### src/rf_pkg.sv
// Shared constants of the rangefinder error and switching-input logic.
// Assumes one device clock; parameter indices match the fieldbus parameter object.
package rf_pkg;

  localparam int unsigned POS_W      = 24;
  localparam int unsigned PAR_W      = 8;
  localparam int unsigned NUM_STAT   = 7;

  // Parameter object instance numbers
  localparam logic [7:0] IDX_SW_FUNC    = 8'h0a;
  localparam logic [7:0] IDX_AUTO_ACK   = 8'h0b;
  localparam logic [7:0] IDX_ERR_FUNC   = 8'h0c;
  localparam logic [7:0] IDX_SUBST      = 8'h0d;
  localparam logic [7:0] IDX_STAT_BUS   = 8'h0e;
  localparam logic [7:0] IDX_INTENSITY  = 8'h0f;

  // Reset values
  localparam logic [7:0] RST_SW_FUNC    = 8'h00;
  localparam logic [7:0] RST_AUTO_ACK   = 8'h00;
  localparam logic [7:0] RST_ERR_FUNC   = 8'h00;
  localparam logic [7:0] RST_SUBST      = 8'h00;
  localparam logic [7:0] RST_STAT_BUS   = 8'h00;

  // Switch-input functions
  localparam logic [7:0] SWF_OFF        = 8'h00;
  localparam logic [7:0] SWF_PRESET     = 8'h01;
  localparam logic [7:0] SWF_LD_OFF     = 8'h02;
  localparam logic [7:0] SWF_ACK        = 8'h03;

  // Error output functions
  localparam logic [7:0] EOF_OFF        = 8'h00;
  localparam logic [7:0] EOF_TEMP       = 8'h01;
  localparam logic [7:0] EOF_INTENS     = 8'h02;
  localparam logic [7:0] EOF_HW         = 8'h03;
  localparam logic [7:0] EOF_ANY        = 8'h04;
  localparam logic [7:0] EOF_SPEED      = 8'h05;
  localparam logic [7:0] EOF_PLAUS      = 8'h06;

  // Substitute value choices
  localparam logic [7:0] SUB_ZERO       = 8'h00;
  localparam logic [7:0] SUB_ONES       = 8'h01;
  localparam logic [7:0] SUB_LAST       = 8'h02;

  // Status byte bit positions
  localparam int unsigned SB_INTENS     = 0;
  localparam int unsigned SB_TEMP       = 1;
  localparam int unsigned SB_HW         = 2;
  localparam int unsigned SB_LD_OFF     = 3;
  localparam int unsigned SB_INT_WARN   = 4;
  localparam int unsigned SB_SPEED      = 5;
  localparam int unsigned SB_PLAUS      = 6;

  // Intensity thresholds in percent
  localparam logic [7:0] INT_ERR_PCT    = 8'h08;
  localparam logic [7:0] INT_WARN_PCT   = 8'h0c;
  localparam logic [7:0] INT_MAX_PCT    = 8'h64;

endpackage : rf_pkg

### src/rf_sync2.sv
// Two-flop synchroniser for the external switching input.
// Assumes the input is asynchronous to clk.
`timescale 1ns/1ps
module rf_sync2 (
  input  wire logic clk,    // Device clock
  input  wire logic nrst,   // Async reset, active low
  input  wire logic d,      // Asynchronous level
  output logic      q       // Synchronised level
);
  logic meta_r;

  always_ff @(posedge clk or negedge nrst) begin
    if (!nrst) begin
      meta_r <= 1'b0;
      q      <= 1'b0;
    end else begin
      meta_r <= d;
      q      <= meta_r;
    end
  end
endmodule : rf_sync2

### src/rf_status_bit.sv
// One sticky status bit with optional acknowledge.
// Assumes cond and ack come from logic on clk.
`timescale 1ns/1ps
module rf_status_bit (
  input  wire logic clk,       // Device clock
  input  wire logic nrst,      // Async reset, active low
  input  wire logic cond,      // Condition present
  input  wire logic auto_ack,  // Clear without acknowledge
  input  wire logic ack,       // Acknowledge pulse
  output logic      flag       // Reported bit
);
  logic clr;

  // A present condition always wins over a clear
  assign clr = !cond && (auto_ack || ack);

  always_ff @(posedge clk or negedge nrst) begin
    if (!nrst) begin
      flag <= 1'b0;
    end else if (cond) begin
      flag <= 1'b1;
    end else if (clr) begin
      flag <= 1'b0;
    end
  end
endmodule : rf_status_bit

### src/rf_error_io.sv
// Error handling, switching input and error output of the rangefinder.
// Assumes measurement core, fieldbus parameter access and output byte all run on clk;
// only the switching input pin is asynchronous.
`timescale 1ns/1ps

// Overview of operation
// - Switch-input selector: 0 off, 1 preset, 2 diode off, 3 acknowledge; resets off.
// - In preset mode the input edge loads the preset as reported position.
// - In diode-off mode the active input switches the laser diode off.
// - Automatic diode switch-off in basic config makes the diode-off input ignored.
// - With manual acknowledge, errors stay until bus bit 3 or input acknowledge.
// - With automatic acknowledge, errors clear once their cause is gone.
// - Error output selector: off, temperature, intensity, hardware, any, overspeed, implausible.
// - Substitute selector: zero, all 24 bits one, or last valid position.
// - Substitute value replaces position whenever no valid measurement exists.
// - A setting places the status byte in the high byte of cyclic input data.
// - Status byte reads zero with no error, warning or laser diode switch-off.
// - Bits clear when condition ends; manually also needing an acknowledge.
// - Bit 0: intensity under 8 percent or beam interrupted; forces substitute.
// - Bit 1: temperature outside 0 to 50 C; low side only a warning.
// - Bit 2: internal hardware fault; forces substitute.
// - Bit 3: laser diode switched off from bus or input; information only.
// - Bit 4: intensity under 12 percent warning; measurement continues.
// - Bit 5: speed over service-set threshold; check off by default, not bus-set.
// - Bit 6: measurement implausible, e.g. jump from a second reflector.
// - Beam intensity readable as percentage, never above 100.
// - Position is 24 bits so all-ones substitute fills it exactly.
module rf_error_io
  import rf_pkg::*;
(
  input  wire logic                clk,             // Device clock, 25 MHz
  input  wire logic                nrst,            // Async reset, active low
  // Parameter access from the fieldbus
  input  wire logic                par_wr,          // Parameter write strobe
  input  wire logic [7:0]          par_idx,         // Parameter instance number
  input  wire logic [PAR_W-1:0]    par_wdata,       // Parameter write value
  output logic      [PAR_W-1:0]    par_rdata,       // Parameter read value
  // Cyclic output byte from the master
  input  wire logic                bus_ld_off,      // Output byte: laser diode off
  input  wire logic                bus_ack,         // Output byte bit 3: acknowledge
  // Service-interface configuration
  input  wire logic                auto_ld_off,     // Automatic diode switch-off enabled
  input  wire logic                speed_chk_en,    // Speed check enabled
  // Measurement core
  input  wire logic [POS_W-1:0]    meas_pos,        // Raw position
  input  wire logic                meas_valid,      // Raw position usable
  input  wire logic [7:0]          meas_intensity,  // Received intensity in percent
  input  wire logic                beam_lost,       // Beam interrupted
  input  wire logic                temp_high,       // Housing above 50 C
  input  wire logic                temp_low,        // Housing below 0 C
  input  wire logic                hw_fault,        // Internal hardware fault
  input  wire logic                overspeed,       // Speed over threshold
  input  wire logic                implausible,     // Measurement untrusted
  input  wire logic [POS_W-1:0]    preset_pos,      // Stored preset position
  // Pins
  input  wire logic                switch_in,       // External switching input pin
  output logic                     error_out,       // External error switching output
  output logic                     laser_diode_off, // Laser diode switch-off command
  // Results
  output logic      [POS_W-1:0]    position,        // Reported position
  output logic      [7:0]          status_byte,     // Error status byte
  output logic      [31:0]         cyclic_in        // Cyclic input data to master
);

  ////////////////////////////////////////////////////////////////////////////
  // Parameter registers
  logic [PAR_W-1:0] sw_func_r;
  logic [PAR_W-1:0] auto_ack_r;
  logic [PAR_W-1:0] err_func_r;
  logic [PAR_W-1:0] subst_r;
  logic [PAR_W-1:0] stat_bus_r;
  logic [7:0]       intensity_r;

  logic             wr_sw_func;
  logic             wr_auto_ack;
  logic             wr_err_func;
  logic             wr_subst;
  logic             wr_stat_bus;

  assign wr_sw_func  = par_wr && (par_idx == IDX_SW_FUNC);
  assign wr_auto_ack = par_wr && (par_idx == IDX_AUTO_ACK);
  assign wr_err_func = par_wr && (par_idx == IDX_ERR_FUNC);
  assign wr_subst    = par_wr && (par_idx == IDX_SUBST);
  assign wr_stat_bus = par_wr && (par_idx == IDX_STAT_BUS);

  always_ff @(posedge clk or negedge nrst) begin
    if (!nrst) begin
      sw_func_r <= RST_SW_FUNC;
    end else if (wr_sw_func) begin
      sw_func_r <= par_wdata;
    end
  end

  always_ff @(posedge clk or negedge nrst) begin
    if (!nrst) begin
      auto_ack_r <= RST_AUTO_ACK;
    end else if (wr_auto_ack) begin
      auto_ack_r <= par_wdata;
    end
  end

  always_ff @(posedge clk or negedge nrst) begin
    if (!nrst) begin
      err_func_r <= RST_ERR_FUNC;
    end else if (wr_err_func) begin
      err_func_r <= par_wdata;
    end
  end

  always_ff @(posedge clk or negedge nrst) begin
    if (!nrst) begin
      subst_r <= RST_SUBST;
    end else if (wr_subst) begin
      subst_r <= par_wdata;
    end
  end

  always_ff @(posedge clk or negedge nrst) begin
    if (!nrst) begin
      stat_bus_r <= RST_STAT_BUS;
    end else if (wr_stat_bus) begin
      stat_bus_r <= par_wdata;
    end
  end

  ////////////////////////////////////////////////////////////////////////////
  // Intensity report, clamped to 100
  logic [7:0] intensity_nxt;

  assign intensity_nxt = (meas_intensity > INT_MAX_PCT) ? INT_MAX_PCT : meas_intensity;

  always_ff @(posedge clk or negedge nrst) begin
    if (!nrst) begin
      intensity_r <= 8'h00;
    end else begin
      intensity_r <= intensity_nxt;
    end
  end

  ////////////////////////////////////////////////////////////////////////////
  // Parameter read-back
  logic [PAR_W-1:0] rdata_nxt;

  always_comb begin
    case (par_idx)
      IDX_SW_FUNC:   rdata_nxt = sw_func_r;
      IDX_AUTO_ACK:  rdata_nxt = auto_ack_r;
      IDX_ERR_FUNC:  rdata_nxt = err_func_r;
      IDX_SUBST:     rdata_nxt = subst_r;
      IDX_STAT_BUS:  rdata_nxt = stat_bus_r;
      IDX_INTENSITY: rdata_nxt = intensity_r;
      default:       rdata_nxt = 8'h00;
    endcase
  end

  always_ff @(posedge clk or negedge nrst) begin
    if (!nrst) begin
      par_rdata <= 8'h00;
    end else begin
      par_rdata <= rdata_nxt;
    end
  end

  ////////////////////////////////////////////////////////////////////////////
  // Switching input and acknowledge edges
  logic sw_sync;
  logic sw_prev_r;
  logic ack_prev_r;
  logic sw_rise;
  logic bus_ack_rise;
  logic ack_pulse;
  logic auto_ack;

  rf_sync2 u_sw_sync (
    .clk  (clk),
    .nrst (nrst),
    .d    (switch_in),
    .q    (sw_sync)
  );

  always_ff @(posedge clk or negedge nrst) begin
    if (!nrst) begin
      sw_prev_r  <= 1'b0;
      ack_prev_r <= 1'b0;
    end else begin
      sw_prev_r  <= sw_sync;
      ack_prev_r <= bus_ack;
    end
  end

  assign sw_rise      = sw_sync && !sw_prev_r;
  assign bus_ack_rise = bus_ack && !ack_prev_r;
  assign ack_pulse    = bus_ack_rise || (sw_rise && (sw_func_r == SWF_ACK));
  assign auto_ack     = (auto_ack_r != 8'h00);

  ////////////////////////////////////////////////////////////////////////////
  // Laser diode switch-off
  logic ld_off_in;
  logic ld_off_nxt;

  // Disabled selector leaves the input without effect
  assign ld_off_in  = sw_sync && (sw_func_r == SWF_LD_OFF) && !auto_ld_off;
  assign ld_off_nxt = bus_ld_off || ld_off_in;

  always_ff @(posedge clk or negedge nrst) begin
    if (!nrst) begin
      laser_diode_off <= 1'b0;
    end else begin
      laser_diode_off <= ld_off_nxt;
    end
  end

  ////////////////////////////////////////////////////////////////////////////
  // Status conditions and sticky bits
  logic [NUM_STAT-1:0] cond;
  logic [NUM_STAT-1:0] flags;

  assign cond[SB_INTENS]   = (meas_intensity < INT_ERR_PCT) || beam_lost;
  assign cond[SB_TEMP]     = temp_high || temp_low;
  assign cond[SB_HW]       = hw_fault;
  assign cond[SB_LD_OFF]   = laser_diode_off;
  assign cond[SB_INT_WARN] = meas_intensity < INT_WARN_PCT;
  assign cond[SB_SPEED]    = overspeed && speed_chk_en;
  assign cond[SB_PLAUS]    = implausible;

  genvar gi;
  generate
    for (gi = 0; gi < NUM_STAT; gi++) begin : g_stat
      rf_status_bit u_bit (
        .clk      (clk),
        .nrst     (nrst),
        .cond     (cond[gi]),
        .auto_ack (auto_ack),
        .ack      (ack_pulse),
        .flag     (flags[gi])
      );
    end
  endgenerate

  logic [7:0] status_nxt;

  assign status_nxt = {1'b0, flags};

  always_ff @(posedge clk or negedge nrst) begin
    if (!nrst) begin
      status_byte <= 8'h00;
    end else begin
      status_byte <= status_nxt;
    end
  end

  ////////////////////////////////////////////////////////////////////////////
  // Error switching output
  logic err_nxt;

  always_comb begin
    case (err_func_r)
      EOF_TEMP:   err_nxt = flags[SB_TEMP];
      EOF_INTENS: err_nxt = flags[SB_INTENS];
      EOF_HW:     err_nxt = flags[SB_HW];
      EOF_ANY:    err_nxt = |flags;
      EOF_SPEED:  err_nxt = flags[SB_SPEED];
      EOF_PLAUS:  err_nxt = flags[SB_PLAUS];
      default:    err_nxt = 1'b0;
    endcase
  end

  always_ff @(posedge clk or negedge nrst) begin
    if (!nrst) begin
      error_out <= 1'b0;
    end else begin
      error_out <= err_nxt;
    end
  end

  ////////////////////////////////////////////////////////////////////////////
  // Preset offset
  logic [POS_W-1:0] offset_r;
  logic             preset_ev;

  assign preset_ev = sw_rise && (sw_func_r == SWF_PRESET);

  always_ff @(posedge clk or negedge nrst) begin
    if (!nrst) begin
      offset_r <= '0;
    end else if (preset_ev) begin
      offset_r <= preset_pos - meas_pos;
    end
  end

  ////////////////////////////////////////////////////////////////////////////
  // Position and substitute value
  logic [POS_W-1:0] adj_pos;
  logic [POS_W-1:0] last_valid_r;
  logic [POS_W-1:0] subst_val;
  logic [POS_W-1:0] pos_nxt;
  logic             pos_ok;

  assign adj_pos = meas_pos + offset_r;
  // Intensity error and hardware fault force the substitute value
  assign pos_ok  = meas_valid && !cond[SB_INTENS] && !cond[SB_HW];

  always_comb begin
    case (subst_r)
      SUB_ONES: subst_val = {POS_W{1'b1}};
      SUB_LAST: subst_val = last_valid_r;
      default:  subst_val = '0;
    endcase
  end

  assign pos_nxt = pos_ok ? adj_pos : subst_val;

  always_ff @(posedge clk or negedge nrst) begin
    if (!nrst) begin
      last_valid_r <= '0;
    end else if (pos_ok) begin
      last_valid_r <= adj_pos;
    end
  end

  always_ff @(posedge clk or negedge nrst) begin
    if (!nrst) begin
      position <= '0;
    end else begin
      position <= pos_nxt;
    end
  end

  ////////////////////////////////////////////////////////////////////////////
  // Cyclic input data
  logic [31:0] cyclic_nxt;
  logic        stat_on_bus;

  assign stat_on_bus = (stat_bus_r != 8'h00);
  assign cyclic_nxt  = {(stat_on_bus ? status_nxt : 8'h00), pos_nxt};

  always_ff @(posedge clk or negedge nrst) begin
    if (!nrst) begin
      cyclic_in <= 32'h0000_0000;
    end else begin
      cyclic_in <= cyclic_nxt;
    end
  end

endmodule : rf_error_io

### config.mk
export PLATFORM = sky130hd
export DESIGN_NAME = rf_error_io
export DESIGN_NICKNAME = d
export VERILOG_FILES = /design/src/rf_pkg.sv /design/src/rf_sync2.sv /design/src/rf_status_bit.sv /design/src/rf_error_io.sv
export SDC_FILE = /design/constraint.sdc
export NUM_CORES = 1
export LEC_CHECK = 0
export ABC_CLOCK_PERIOD_IN_PS = 6100
export CORE_MARGIN = 3
export CORE_UTILIZATION = 45
export CTS_BUF_LIST = sky130_fd_sc_hd__clkbuf_2
export CTS_CLUSTER_SIZE = 25
export DETAILED_ROUTE_END_ITERATION = 10
export DONT_BUFFER_PORTS = 1
export PLACE_DENSITY = 0.69
export SYNTH_ARGS = -nofsm -noshare
export SYNTH_HDL_FRONTEND = slang
export SYNTH_SLANG_ARGS = --single-unit
### constraint.sdc
create_clock -name clk -period 6.1 [get_ports clk]
set_input_delay 1.22 -clock clk [delete_from_list [all_inputs] [get_ports clk]]
set_output_delay 1.22 -clock clk [all_outputs]
set_load 0.02 [all_outputs]
==> results.json <==
{
  "endpoint_kind": "flop",
  "setup_viol": 0,
  "min_period_ns": 2.91,
  "synthDistinctLibCells": 83,
  "numCtsBuffers": 17,
  "overflow": 0,
  "grt_max_degree": 156,
  "status": "complete, no violations",
  "placed_area_sq_mm": 0.00892,
  "die_w_microns": 147,
  "crit_required_ns": 6.75,
  "clock_path_buffers": 2,
  "finalPower_mw": 2.87,
  "cts.sinks": 155,
  "slew-limit-headroom": 0.200,
  "leakagePower_nw": 4.34,
  "drc_errors": 0,
  "cpPeakStageDelay_ns": 1.10,
  "route.met2.wl_mm": 8.92,
  "antenna_found_initial": 1,
  "post_cts_resized": 0,
  "postSynthCellCount": 885,
  "syn_avg_cell_area_sq_um": 10.1,
  "yosysTopAreaCell": "dfrtp_1",
  "grt_pass1_vias": 6230,
  "cp_max_fo": 23,
  "fin_skew_ns": 0.0330,
  "grt_pass1_wl_mm": 32.1,
  "power.density_mw_per_mm2": 313,
  "clk_latency_ns": 0.73,
  "ant_nets": 0,
  "wire_per_inst_microns": 17.3,
  "wl_met3_mm": 1.27,
  "area_growth_pct": 2.85,
  "dieArea_sq_mm": 0.0215,
  "worst_pin_slew_ns": 1.20,
  "drt_first_pass_iters": 5,
  "register_area_sq_mm": 0.00388,
  "finalHoldViolations": 0,
  "postCtsSetupRepairBufs": 0,
  "slew_violations": 0,
  "multi_input_area_sq_mm": 0.00456,
  "track_usage": 0.184,
  "maxCapViolCount": 0,
  "cts.hold.buffers_added": 0,
  "ys_async_sr_fraction": 1.00,
  "fin_crit_sh": 0.478,
  "ir_worst_vdd_uv": 125,
  "synth_ff_type": "dfrtp_1",
  "cpMaxStageDelayCell": "nor4b_4",
  "yosysWarnings": 0,
  "hp-class": "input port to asynchronous set/reset pin",
  "start_util": 0.467,
  "layout-drive-gt1-share": 0.137,
  "worst-path-buf-inv": 0,
  "die_h_microns": 147,
  "design.core.area_sq_mm": 0.0191,
  "num_vias": 6296,
  "achievable-frequency_ghz": 0.343,
  "cts_root_buffer": "clkbuf_2",
  "synth_edf_count": 0,
  "routed_wl_mm": 19.4,
  "synth_seq_cells": 155,
  "via_per_inst": 5.60,
  "yosys.area.top_type_share": 0.435,
  "boundaryPins": 161,
  "portBuffers": 0,
  "num-nets-final": 987,
  "fin_tns_setup_ns": 0,
  "fill_cells": 1786,
  "ys_top_cells_by_area": "dfrtp_1 (44%), ha_1 (6.5%), nand2_1 (5.8%)",
  "num_rows": 50,
  "cts_tree": "yes",
  "crit_family": "simple AND/OR/NAND/NOR gates",
  "worstPathArrival_ns": 3.56,
  "crit_path_frequent_cell": "a21oi_1",
  "dp_hpwl_mm": 14.9,
  "worstSetupPathType": "input port to flop",
  "design_area_sq_mm": 0.00917,
  "dr.first_iter.drc_count": 330,
  "cp_cell_sequence": "or2_1, nor2_1, a21oi_1, and3b_1, nor4b_4, a21oi_1, o21ai_1",
  "wl_met1_mm": 8.87,
  "globalplace.congestion": 0.859,
  "synth-seq-area-share": 0.435,
  "startpoint_type": "input port",
  "clk_transition_reported_paths_ns": 0.25,
  "top_layer": "met4",
  "rsz0062_at_grt": "false",
  "syn_area_sq_mm": 0.00891,
  "cts-htree-levels": 4
}
==> routing by layer <==
metal  vias up  GRT usage
met5         -          0
met4         0     0.0564
met3        30     0.0512
met2       205      0.291
met1      2987      0.247
li1       3074          -
==> cell type report <==
class / instances / area share
inverter: 36 / 0.0147
tap: 260 / 0.0355
sequential: 155 / 0.423
clock inverter: 14 / 0.0175
antenna: 1 / 0.000273
clock buffer: 17 / 0.00928
timing repair buffer: 3 / 0.00246
multi-input combinational: 639 / 0.497
==> synthesized netlist by cell type (all sizes together), types with 4 or more instances <==
cell	count
inv	36
a22oi	8
mux4	8
o31ai	6
nand2	141
nand4	8
ha	46
a211o	5
o211ai	8
nor2b	4
a31oi	10
and2	11
a21oi	65
nand2b	9
nor3	18
a211oi	14
o21a	6
dfrtp	155
nor2	35
o21bai	4
buf	49
mux2	42
and3	5
nor4	7
xnor2	21
nor3b	4
clkbuf	8
xor2	17
a221o	4
a21o	16
nand3	12
o21ai	58
==> final timing paths <==
path	from	slack, ns	depth (start not counted)	endpoint
min in group clk	u_sw_sync.meta_r$_DFF_PN0_	0.40	0	u_sw_sync.q$_DFF_PN0_
worst max register to register	offset_r[0]$_DFFE_PN0P_	3.49	9	last_valid_r[18]$_DFFE_PN0P_
max in group asynchronous	nrst	5.77	0	last_valid_r[17]$_DFFE_PN0P_
worst max-delay path	meas_intensity[7]	3.19	7	position[21]$_DFF_PN0_
worst min-delay path	nrst	0.13	0	par_rdata[4]$_DFF_PN0_
worst min register to register	u_sw_sync.meta_r$_DFF_PN0_	0.40	0	u_sw_sync.q$_DFF_PN0_
==> kinds of logic after synthesis <==
logic type,Yosys count,synth area share
buffers and inverters,93,0.0543
other,1,0.000421
flip-flops,155,0.435
XOR/XNOR,38,0.0382
adder cells (fa/ha/maj),48,0.0691
AO/OA/AOI/OAI,229,0.177
AND/OR/NAND/NOR,270,0.152
multiplexers,51,0.0744
==> state kept, by name, indices dropped and copies added, names as in the netlist, 8 cells and up <==
| name | flops |
|---|---|
| subst_r | 8 |
| offset_r | 24 |
| position | 23 |
| par_rdata | 8 |
| sw_func_r | 8 |
| stat_bus_r | 8 |
| intensity_r | 8 |
| last_valid_r | 24 |
| cyclic_in | 8 |
| err_func_r | 8 |
| auto_ack_r | 8 |
==> report_power, final <==
part | switching (mW) | internal [mW] | leakage (nW)
Combinational | 0.506 | 0.374 | 2.26
Sequential | 0.202 | 1.20 | 1.94
Clock | 0.386 | 0.196 | 0.142
==> per-stage QoR <==
stage,utilization,instances,hold slack [ns],setup WS [ns]
6_report,0.481,1125,0.132,3.19
5_1_grt,0.481,1125,0.0150,3.03
4_1_cts,0.480,1124,0.0568,3.25
3_5_place_dp,0.468,1093,0.348,2.43
3_3_place_gp,0.468,1093,0.333,2.48
2_1_floorplan,-,887,0.331,2.89
==> placed cells by master, fill, tap and decap left out, types with 14 or more instances in the layout <==
cell type	n
nor2_1	35
xor2_1	17
nor3_1	14
inv_1	36
dfrtp_1	155
nand2_1	138
mux2_2	42
a21oi_1	62
clkbuf_2	17
a21o_1	16
o21ai_1	21
xnor2_1	20
o21ai_0	34
ha_1	46
No activity file was read; power rests on OpenSTA's default activity.
